<file path="src/hw/bdia_consts.svh">
// constants for the beam dump interlock aggregator
`ifndef BDIA_CONSTS_SVH
`define BDIA_CONSTS_SVH
`define BDIA_CRATES 3
`define BDIA_CHANS 8
`define BDIA_NOTRIG_IDX 1
`define BDIA_AUTO_CRATE 1
`define BDIA_INJ_CRATE 2
`define BDIA_AUTO_MAX 2'h3
`define BDIA_WARM_DONE 2'h3
`define BDIA_ENERGY_THR_GEV 10'h064
`define BDIA_CLK_MHZ 10
`define BDIA_PREPULSE_DELAY_US 50
`define BDIA_PREPULSE_DELAY_CYC (`BDIA_PREPULSE_DELAY_US * `BDIA_CLK_MHZ)
`define BDIA_EV_EOC 0
`define BDIA_EV_CYCLE_END 1
`define BDIA_EV_DUMP 2
`define BDIA_EV_PREPULSE 3
`define BDIA_EV_NUM 4
`endif

</file>
<file path="src/hw/bdia_pkg.sv">
// types shared by the beam dump interlock aggregator
package bdia_pkg;
  typedef enum logic [0:0] {
    BDIA_PP_IDLE,
    BDIA_PP_DELAY
  } bdia_pp_e;
  typedef logic [9:0] bdia_energy_t;
endpackage

</file>
<file path="src/hw/bdia_gap_sync.sv">
// beam gap alignment of programmed dumps from the revolution reference
`timescale 1ns/1ps
module bdia_gap_sync (
  input wire logic i_ref_clk,
  input wire logic i_reset,
  input wire logic i_arm,
  input wire logic i_rev_ref,
  output logic o_fire
);
  typedef struct packed {
    logic [2:0] r;
    logic rf;
    logic rp;
    logic armed;
    logic fire;
  } bdia_gap_s;

  bdia_gap_s s_q;
  bdia_gap_s s_d;
  logic rev_rise;

  assign rev_rise = s_q.rf & ~s_q.rp;

  // ----------------------------------------
  // next state
  // ----------------------------------------
  always_comb begin
    s_d = s_q;
    s_d.r = {s_q.r[1:0], i_rev_ref};
    if (s_q.r[1] == s_q.r[2]) begin
      s_d.rf = s_q.r[2];
    end
    s_d.rp = s_q.rf;
    s_d.armed = (s_q.armed & ~rev_rise) | i_arm;
    s_d.fire = s_q.armed & rev_rise;
  end

  always_ff @(posedge i_ref_clk) begin
    if (i_reset) begin
      s_q <= '0;
    end else begin
      s_q <= s_d;
    end
  end

  assign o_fire = s_q.fire;

  // ----------------------------------------
  // checks
  // ----------------------------------------
  a_fire_on_gap: assert property (@(posedge i_ref_clk) disable iff (i_reset)
    o_fire |-> $past(rev_rise) && $past(s_q.armed))
    else $error("programmed kick not on gap marker");

  a_armed_fires: assert property (@(posedge i_ref_clk) disable iff (i_reset)
    (s_q.armed && rev_rise) |=> o_fire)
    else $error("armed dump missed the gap");
endmodule

</file>
<file path="src/hw/bdia_top.sv">
// beam dump interlock aggregator top level
//
// Contract
// - programmed dump fires from a timing event, kick aligned to the beam gap.
// - gap alignment comes from the revolution frequency reference input.
// - missing end-of-cycle trigger raises the no-trigger interlock, crate 1 channel 2.
// - any client interlock fires the dump at once, without gap alignment.
// - up to threshold energy use horizontal absorber, above it the vertical one.
// - client inputs form three crates of numbered channels, each fixed source.
// - crate 2 channels auto-reset at each elementary cycle end, timing triggered.
// - auto reset clears a channel only if its client signal is healthy again.
// - after three auto resets, further ones wait for a manual reset.
// - crate 3 summary goes to the upstream injector to stop extraction.
// - each channel has an operator disable; disabled channels never dump.
// - beam returns with a disabled channel only once software condition disabled.
// - experts protect channels from operator disable; remote flag shows permission.
// - summary of all emergency channels feeds the injection kicker crate.
// - emergency interlock delays injection pre-pulse by 50 us to injection dump.
// - resetting the dump system also clears the injection kicker interlock.
// - per channel, display ok state, remote flag and enabled state.
`timescale 1ns/1ps
`include "bdia_consts.svh"
module bdia_top #(
  parameter int CRATES = `BDIA_CRATES,
  parameter int CHANS = `BDIA_CHANS,
  parameter int NCH = CRATES * CHANS
) (
  input wire logic i_ref_clk,
  input wire logic i_reset,
  input wire logic [NCH-1:0] i_loop_ok,
  input wire logic i_eoc_trigger,
  input wire logic i_cycle_end,
  input wire logic i_dump_event,
  input wire logic i_inj_prepulse,
  input wire logic i_rev_ref,
  input wire logic [9:0] i_beam_energy_gev,
  input wire logic i_manual_reset,
  input wire logic [NCH-1:0] i_op_disable,
  input wire logic [NCH-1:0] i_expert_protect,
  input wire logic [NCH-1:0] i_sw_cond_disabled,
  output logic o_horizontal_dump_kicker,
  output logic o_vertical_dump_kicker,
  output logic o_emergency_dump,
  output logic o_injection_kicker_summary,
  output logic o_injection_inhibit,
  output logic o_inj_prepulse,
  output logic o_injector_extraction_stop,
  output logic o_beam_permit,
  output logic [NCH-1:0] o_chan_ok,
  output logic [NCH-1:0] o_chan_remote,
  output logic [NCH-1:0] o_chan_enabled,
  output logic [NCH-1:0] o_chan_disabled,
  output logic o_no_trigger,
  output logic [1:0] o_auto_count
);
  localparam logic [9:0] DLY_LOAD = 10'(`BDIA_PREPULSE_DELAY_CYC - 1);

  typedef struct packed {
    logic [NCH-1:0] l1;
    logic [NCH-1:0] l2;
    logic [NCH-1:0] l3;
    logic [NCH-1:0] lf;
    logic [`BDIA_EV_NUM-1:0] e1;
    logic [`BDIA_EV_NUM-1:0] e2;
    logic [`BDIA_EV_NUM-1:0] e3;
    logic [`BDIA_EV_NUM-1:0] ef;
    logic [`BDIA_EV_NUM-1:0] ep;
    logic [1:0] warm;
    logic [NCH-1:0] trip;
    logic [NCH-1:0] dis;
    logic [1:0] acnt;
    logic eoc_seen;
    logic no_trig;
    logic summ;
    logic c3;
    logic inh;
    bdia_pkg::bdia_pp_e pst;
    logic [9:0] dcnt;
    logic pp;
    logic kh;
    logic kv;
  } bdia_state_s;

  bdia_state_s s_q;
  bdia_state_s s_d;
  logic [`BDIA_EV_NUM-1:0] ev_rise;
  logic [NCH-1:0] fault;
  logic [NCH-1:0] en;
  logic [NCH-1:0] clr;
  logic prog_fire;
  logic fire_any;

  // ----------------------------------------
  // helpers
  // ----------------------------------------
  function automatic logic [NCH-1:0] crate_mask(input int c);
    logic [NCH-1:0] m;
    m = '0;
    for (int k = 0; k < CHANS; k++) begin
      m[c * CHANS + k] = 1'b1;
    end
    return m;
  endfunction

  assign ev_rise = s_q.ef & ~s_q.ep;

  // ----------------------------------------
  // gap aligned programmed dump
  // ----------------------------------------
  bdia_gap_sync u_gap (
    .i_ref_clk(i_ref_clk),
    .i_reset(i_reset),
    .i_arm(ev_rise[`BDIA_EV_DUMP]),
    .i_rev_ref(i_rev_ref),
    .o_fire(prog_fire)
  );

  // ----------------------------------------
  // channel fault and enable
  // ----------------------------------------
  always_comb begin
    fault = '0;
    if (s_q.warm == `BDIA_WARM_DONE) begin
      fault = ~s_q.lf;
    end
    fault[`BDIA_NOTRIG_IDX] = fault[`BDIA_NOTRIG_IDX] | (s_q.no_trig & ~i_manual_reset);
  end

  assign en = ~(i_op_disable & ~i_expert_protect);

  // ----------------------------------------
  // next state
  // ----------------------------------------
  always_comb begin
    s_d = s_q;
    clr = '0;
    fire_any = 1'b0;
    s_d.l1 = i_loop_ok;
    s_d.l2 = s_q.l1;
    s_d.l3 = s_q.l2;
    for (int k = 0; k < NCH; k++) begin
      if (s_q.l2[k] == s_q.l3[k]) begin
        s_d.lf[k] = s_q.l3[k];
      end
    end
    s_d.e1 = {i_inj_prepulse, i_dump_event, i_cycle_end, i_eoc_trigger};
    s_d.e2 = s_q.e1;
    s_d.e3 = s_q.e2;
    for (int k = 0; k < `BDIA_EV_NUM; k++) begin
      if (s_q.e2[k] == s_q.e3[k]) begin
        s_d.ef[k] = s_q.e3[k];
      end
    end
    s_d.ep = s_q.ef;
    if (s_q.warm != `BDIA_WARM_DONE) begin
      s_d.warm = s_q.warm + 2'h1;
    end
    // manual reset clears the flag, a new miss in the same cycle still sets it
    if (i_manual_reset) begin
      s_d.no_trig = 1'b0;
    end
    // end-of-cycle trigger watchdog, the timing system owes one per cycle
    if (ev_rise[`BDIA_EV_CYCLE_END]) begin
      s_d.eoc_seen = ev_rise[`BDIA_EV_EOC];
      if (!s_q.eoc_seen && !ev_rise[`BDIA_EV_EOC]) begin
        s_d.no_trig = 1'b1;
      end
    end else if (ev_rise[`BDIA_EV_EOC]) begin
      s_d.eoc_seen = 1'b1;
    end
    // resets
    if (i_manual_reset) begin
      clr = ~fault;
      s_d.acnt = 2'h0;
    end else if (ev_rise[`BDIA_EV_CYCLE_END] &&
                 (|(s_q.trip & en & crate_mask(`BDIA_AUTO_CRATE)))) begin
      if (s_q.acnt != `BDIA_AUTO_MAX) begin
        clr = ~fault & crate_mask(`BDIA_AUTO_CRATE);
        s_d.acnt = s_q.acnt + 2'h1;
      end
    end
    // latch wins over any clear
    s_d.trip = (s_q.trip & ~clr) | (fault & en);
    s_d.dis = ~en;
    s_d.summ = |(s_d.trip & en);
    s_d.c3 = |(s_d.trip & en & crate_mask(`BDIA_INJ_CRATE));
    s_d.inh = (s_q.inh & ~i_manual_reset) | s_d.summ;
    // injection pre-pulse, delayed 500 cycles when inhibited at its arrival
    s_d.pp = 1'b0;
    unique case (s_q.pst)
      bdia_pkg::BDIA_PP_IDLE: begin
        if (ev_rise[`BDIA_EV_PREPULSE]) begin
          if (s_q.inh) begin
            s_d.pst = bdia_pkg::BDIA_PP_DELAY;
            s_d.dcnt = DLY_LOAD;
          end else begin
            s_d.pp = 1'b1;
          end
        end
      end
      bdia_pkg::BDIA_PP_DELAY: begin
        if (s_q.dcnt == 10'h000) begin
          s_d.pp = 1'b1;
          s_d.pst = bdia_pkg::BDIA_PP_IDLE;
        end else begin
          s_d.dcnt = s_q.dcnt - 10'h001;
        end
      end
    endcase
    // kicker fire: emergency at once, programmed on the gap
    fire_any = (s_d.summ & ~s_q.summ) | prog_fire;
    s_d.kh = fire_any & (i_beam_energy_gev <= `BDIA_ENERGY_THR_GEV);
    s_d.kv = fire_any & (i_beam_energy_gev > `BDIA_ENERGY_THR_GEV);
  end

  always_ff @(posedge i_ref_clk) begin
    if (i_reset) begin
      s_q <= '0;
      // loop filters start at the healthy idle level
      s_q.l1 <= '1;
      s_q.l2 <= '1;
      s_q.l3 <= '1;
      s_q.lf <= '1;
    end else begin
      s_q <= s_d;
    end
  end

  // ----------------------------------------
  // outputs
  // ----------------------------------------
  assign o_horizontal_dump_kicker = s_q.kh;
  assign o_vertical_dump_kicker = s_q.kv;
  assign o_emergency_dump = s_q.summ;
  assign o_injection_kicker_summary = s_q.summ;
  assign o_injection_inhibit = s_q.inh;
  assign o_inj_prepulse = s_q.pp;
  assign o_injector_extraction_stop = s_q.c3;
  assign o_beam_permit = ~s_q.summ & ~(|(s_q.dis & ~i_sw_cond_disabled));
  assign o_chan_ok = ~s_q.trip;
  assign o_chan_remote = ~i_expert_protect;
  assign o_chan_enabled = ~s_q.dis;
  assign o_chan_disabled = s_q.dis;
  assign o_no_trigger = s_q.no_trig;
  assign o_auto_count = s_q.acnt;

  // ----------------------------------------
  // checks
  // ----------------------------------------
  a_fault_latches: assert property (@(posedge i_ref_clk) disable iff (i_reset)
    1'b1 |=> (($past(fault) & $past(en) & ~s_q.trip) == '0))
    else $error("enabled fault not latched");

  a_auto_limit_hold: assert property (@(posedge i_ref_clk) disable iff (i_reset)
    (ev_rise[`BDIA_EV_CYCLE_END] && s_q.acnt == `BDIA_AUTO_MAX && !i_manual_reset)
    |=> ((($past(s_q.trip) & ~s_q.trip) & crate_mask(`BDIA_AUTO_CRATE)) == '0))
    else $error("auto reset past its limit");

  a_auto_count_clear: assert property (@(posedge i_ref_clk) disable iff (i_reset)
    i_manual_reset |=> (s_q.acnt == 2'h0))
    else $error("manual reset left auto count");

  a_notrig_raise: assert property (@(posedge i_ref_clk) disable iff (i_reset)
    (ev_rise[`BDIA_EV_CYCLE_END] && !s_q.eoc_seen && !ev_rise[`BDIA_EV_EOC]
     && !i_manual_reset) |=> s_q.no_trig ##1 !o_chan_ok[`BDIA_NOTRIG_IDX])
    else $error("missing end-of-cycle trigger not flagged");

  a_emerg_kick_now: assert property (@(posedge i_ref_clk) disable iff (i_reset)
    $rose(o_emergency_dump) |-> (o_horizontal_dump_kicker || o_vertical_dump_kicker))
    else $error("emergency dump without immediate kick");

  a_absorber_pick: assert property (@(posedge i_ref_clk) disable iff (i_reset)
    o_vertical_dump_kicker |-> ($past(i_beam_energy_gev) > `BDIA_ENERGY_THR_GEV)
    && !o_horizontal_dump_kicker)
    else $error("wrong absorber for energy");

  a_prepulse_delay: assert property (@(posedge i_ref_clk) disable iff (i_reset)
    (s_q.inh && ev_rise[`BDIA_EV_PREPULSE] && s_q.pst == bdia_pkg::BDIA_PP_IDLE)
    |=> !o_inj_prepulse [*8] ##[490:495] o_inj_prepulse)
    else $error("inhibited pre-pulse not delayed");

  a_prepulse_free: assert property (@(posedge i_ref_clk) disable iff (i_reset)
    (!s_q.inh && ev_rise[`BDIA_EV_PREPULSE] && s_q.pst == bdia_pkg::BDIA_PP_IDLE)
    |=> o_inj_prepulse)
    else $error("free pre-pulse held back");

  a_inhibit_reset: assert property (@(posedge i_ref_clk) disable iff (i_reset)
    (i_manual_reset && ((fault & en) == '0)) |=> !o_injection_inhibit)
    else $error("reset left injection inhibited");

  a_disabled_quiet: assert property (@(posedge i_ref_clk) disable iff (i_reset)
    ((s_q.trip & en) == '0) |=> !o_emergency_dump || $past((fault & en) != '0))
    else $error("disabled channel caused a dump");

  a_auto_count_step: assert property (@(posedge i_ref_clk) disable iff (i_reset)
    (ev_rise[`BDIA_EV_CYCLE_END] && !i_manual_reset && s_q.acnt != `BDIA_AUTO_MAX
     && ((s_q.trip & en & crate_mask(`BDIA_AUTO_CRATE)) != '0))
    |=> (s_q.acnt == $past(s_q.acnt) + 2'h1))
    else $error("auto reset not counted");

  a_stop_with_dump: assert property (@(posedge i_ref_clk) disable iff (i_reset)
    o_injector_extraction_stop |-> o_emergency_dump)
    else $error("extraction stop without dump summary");

  a_inhibit_follows: assert property (@(posedge i_ref_clk) disable iff (i_reset)
    o_injection_kicker_summary |-> o_injection_inhibit)
    else $error("injection not inhibited under dump summary");
endmodule

</file>
<file path="config.mk">
export PLATFORM = sky130hd
export DESIGN_NAME = bdia_top
export DESIGN_NICKNAME = d
export VERILOG_FILES = /design/src/hw/bdia_pkg.sv /design/src/hw/bdia_gap_sync.sv /design/src/hw/bdia_top.sv
export VERILOG_INCLUDE_DIRS = /design/src /design/src/hw
export SDC_FILE = /design/constraint.sdc
export NUM_CORES = 1
export LEC_CHECK = 0
export ABC_AREA = 1
export BUFFER_PORTS_ARGS = -buffer_cell sky130_fd_sc_hd__buf_2
export CAP_MARGIN = 15
export CORE_AREA = 2 2 129 131
export DETAILED_ROUTE_END_ITERATION = 8
export DIE_AREA = 0 0 131 133
export PLACE_DENSITY = 0.68
export SETUP_SLACK_MARGIN = 0.02
export SYNTH_ARGS = -nofsm -noshare
export SYNTH_HDL_FRONTEND = slang
export SYNTH_HIERARCHICAL = 1
export SYNTH_SLANG_ARGS = --single-unit
export TNS_END_PERCENT = 30
</file>
<file path="constraint.sdc">
create_clock -name i_ref_clk -period 1.9 [get_ports i_ref_clk]
set_input_delay 0.285 -clock i_ref_clk [delete_from_list [all_inputs] [get_ports i_ref_clk]]
set_output_delay 0.285 -clock i_ref_clk [all_outputs]
set_load 0.02 [all_outputs]
</file>
==> out/qor.csv <==
metric;value;unit
CTS Sinks;194;
cell with the most instances after synthesis;dfxtp_1;
Placed Cells;1284;
Mapped Area;0.007142;mm2
Tmin final;1.938;ns
Endpoint, Worst Hold;s_d[146];
first-pass GRT wire length;24490;um
period utilisation layout;102.0;%
CP Launch Type;register;
worst-case clock buffer depth;2;
RSZ-0062 raised after global routing;yes;
clk root buf;clkbuf_16;
share of the synthesized area in the top cell type;54.38;%
Worst Path Class, Setup;register to output port;
chip height;133;um
EDFF count, synth;0;
proportion of layout cells with a drive suffix above 1;37.01;%
cell taking the most area after synthesis;dfxtp_1;
CP max-delay cell;dfxtp_2;
antenna cells;0;
RePlAce Congestion;0.8534;
Row Count;47;
Distinct cells, synth;34;
Seq/Total Area, Yosys;54.38;%
Hold Fails Final Rpt;0;
grt ovf;0;
TritonCTS clock tree;built;
final std cells w/o fill;1317;
dpl ws;-0.04310;ns
Reg-to-Reg End;o_vertical_dump_kicker;
Power Density;915.6;mW/mm2
largest cells by area after synthesis;dfxtp_1 (54%), inv_1 (6.7%), nand2_1 (6.6%), or2_2 (6.4%), nor2_1 (5.8%);
VDD IR max;0.0006550;V
Detailed Route Iter0 Violations;339;
Final setup viols;1;
detailed-route vias per instance;4.436;
vias in the first global route;5066;
crit-path cells;inv_2 -> o22ai_2 -> nor4_2 -> buf_4 -> nand3_2 -> nor2_1 -> buf_4;
worst slew pin tran;0.4244;ns
post-synthesis async set-or-reset flop share;0;%
Final Skew;0.007936;ns
Most Frequent Cell on Critical Path;buf_4;
Hold WS;0.03514;ns
Max Cap Viol;0;
reg2reg start;s_q[69];
Crit path largest cell delay;0.33;ns
Syn-to-layout area delta;26.93;%
fin. max-slew vios;0;
Worst EP arrival;1.65;ns
starting density of the core;44.16;%
Max Clk Rate;515.9;MHz
syn_area_per_cell;8.162;um2
Inserted Clock Buffers;17;
initial antenna violation count;0;
number of H-tree levels;4;
Die Area;0.01742;mm2
Vias;5842;
die width;131;um
critical path capture point type;output port;
clk slew on worst S/H paths;0.07;ns
synthesis-stage register bit count;194;
Primary FF master, synth;dfxtp_1;
DR DRC count;0;
drt total wl;16050;um
Register-to-Register Path Depth;16;
Leakage Power;4.131;nW
Required @ worst endpoint;1.62;ns
Post-DP HPWL;12110;um
status;finished with violations;
hold depth;2;
nets;1201;
synth cell count leaders;dfxtp_1 (194), inv_1 (127), nand2_1 (126), nor2_1 (111), or2_2 (73);
Worst slew margin;71.45;%
Synth Warn #;6;
num ports;221;
Port-buffer cells;220;
DRT Pass-1 Iters;5;
violated checks;setup timing;
Final Util;56.05;%
critical path peak fanout;2;
DRT antenna net count;0;
largest net degree at the start of global routing;112;
worst hold path class;primary input to register;
reg-to-reg slack, setup;0.11;ns
Final WS setup;-0.03826;ns
WL/cell;12.19;um
Synth Instances;875;
later-pin clock latency in the skew report;0.43;ns
core footprint;0.01617;mm2
total track usage;18.14;%
HP Start;i_loop_ok[7];
Post-Syn Nets;992;
area by class of cell:
cell class | count | area (um2)
Inverter | 138 | 525.5
Tap cell | 220 | 275.3
Sequential cell | 194 | 3896
Clock buffer | 19 | 442.9
Clock inverter | 13 | 112.6
Fill cell | 1488 | 7107
Timing Repair Buffer | 240 | 1294
Multi-Input combinational cell | 493 | 2519
worst max-delay path by stage:
stage                         from                     end  slack (ns)  cells past startpoint
2_1_floorplan              s_q[69]  o_vertical_dump_kicker        0.18                     16
3_3_place_gp               s_q[69]  o_vertical_dump_kicker       -0.01                     16
3_5_place_dp               s_q[69]  o_vertical_dump_kicker       -0.04                     16
4_1_cts        o_chan_disabled[22]           o_beam_permit       -0.13                      7
5_1_grt        o_chan_disabled[17]           o_beam_permit       -0.14                      7
6_report       o_chan_disabled[16]           o_beam_permit       -0.04                      7
critical path, delay by kind of cell (launching register included):
| kind | cells | cell delay [ns] |
|---|---|---|
| flip-flops | 1 | 0.33 |
| AO/OA/AOI/OAI | 1 | 0.08 |
| AND/OR/NAND/NOR | 3 | 0.43 |
| buffers and inverters | 3 | 0.37 |
per-stage QoR:
stage / power, mW / area [um2] / TNS, ns
2_1_floorplan: 4.688 / 7142 / 0
3_3_place_gp: 4.973 / 8392 / -0.02031
3_5_place_dp: 4.983 / 8392 / -0.08113
4_1_cts: 8.360 / 8982 / -0.1265
5_1_grt: 8.597 / 9065 / -0.2386
6_report: 8.300 / 9065 / -0.03826
power by group:
part | internal, mW | switching, mW | total, mW | leakage (nW)
Clock | 1.77 | 1.61 | 3.37 | 0.281
Combinational | 0.308 | 0.390 | 0.697 | 2.26
Sequential | 4.18 | 0.0527 | 4.23 | 1.59
Total | 6.25 | 2.05 | 8.30 | 4.13
metal layers:
metal | track usage, % | up-vias | share of wire [%]
li1 | - | 3117 | -
met1 | 24.61 | 2512 | 47
met2 | 28.47 | 191 | 45
met3 | 3.437 | 22 | 6.1
met5 | 0 | - | 0
met4 | 7.151 | 0 | 1.8
layout by cell type (no fill, tap or decap), drive strengths merged:
cell type and n:
a21oi 44, buf 240, clkinv 4, dfxtp 194, xor2 1, nor3 5
nand3 22, o211ai 1, a21boi 1, or2 73, nor4 6, o22ai 27
a211oi 2, a22o 1, ha 3, a31oi 1, nor2 114, nand3b 1
clkbuf 19, nand2 136, o21ai 55, inv 147
kinds of logic after synthesis:
logic type	count (synthesis)	synth area share (%)
simple gates	357	22.86
flops	194	54.38
buf+inv	188	11.62
compound gates	132	10.49
fa+ha+maj	3	0.5256
xor+xnor	1	0.1227
state kept, by name, summed over array words and instances, names as in the netlist:
name	flops
s_d	60
o_inj_prepulse	1
o_no_trigger	1
s_q	94
o_chan_disabled	24
o_injection_inhibit	1
o_emergency_dump	1
u_gap/s_d	3
u_gap/s_q	3
o_horizontal_dump_kicker	1
o_vertical_dump_kicker	1
o_auto_count	2
u_gap/o_fire	1
o_injector_extraction_stop	1
repair_timing:
item,CTS,global route
setup endpoints to repair,4,8
pin swaps,4,4
cloned,0,0
resized for setup,14,25
hold buffers,0,0
buffers inserted,0,1
Note: power is estimated with default switching activity, not from simulation.
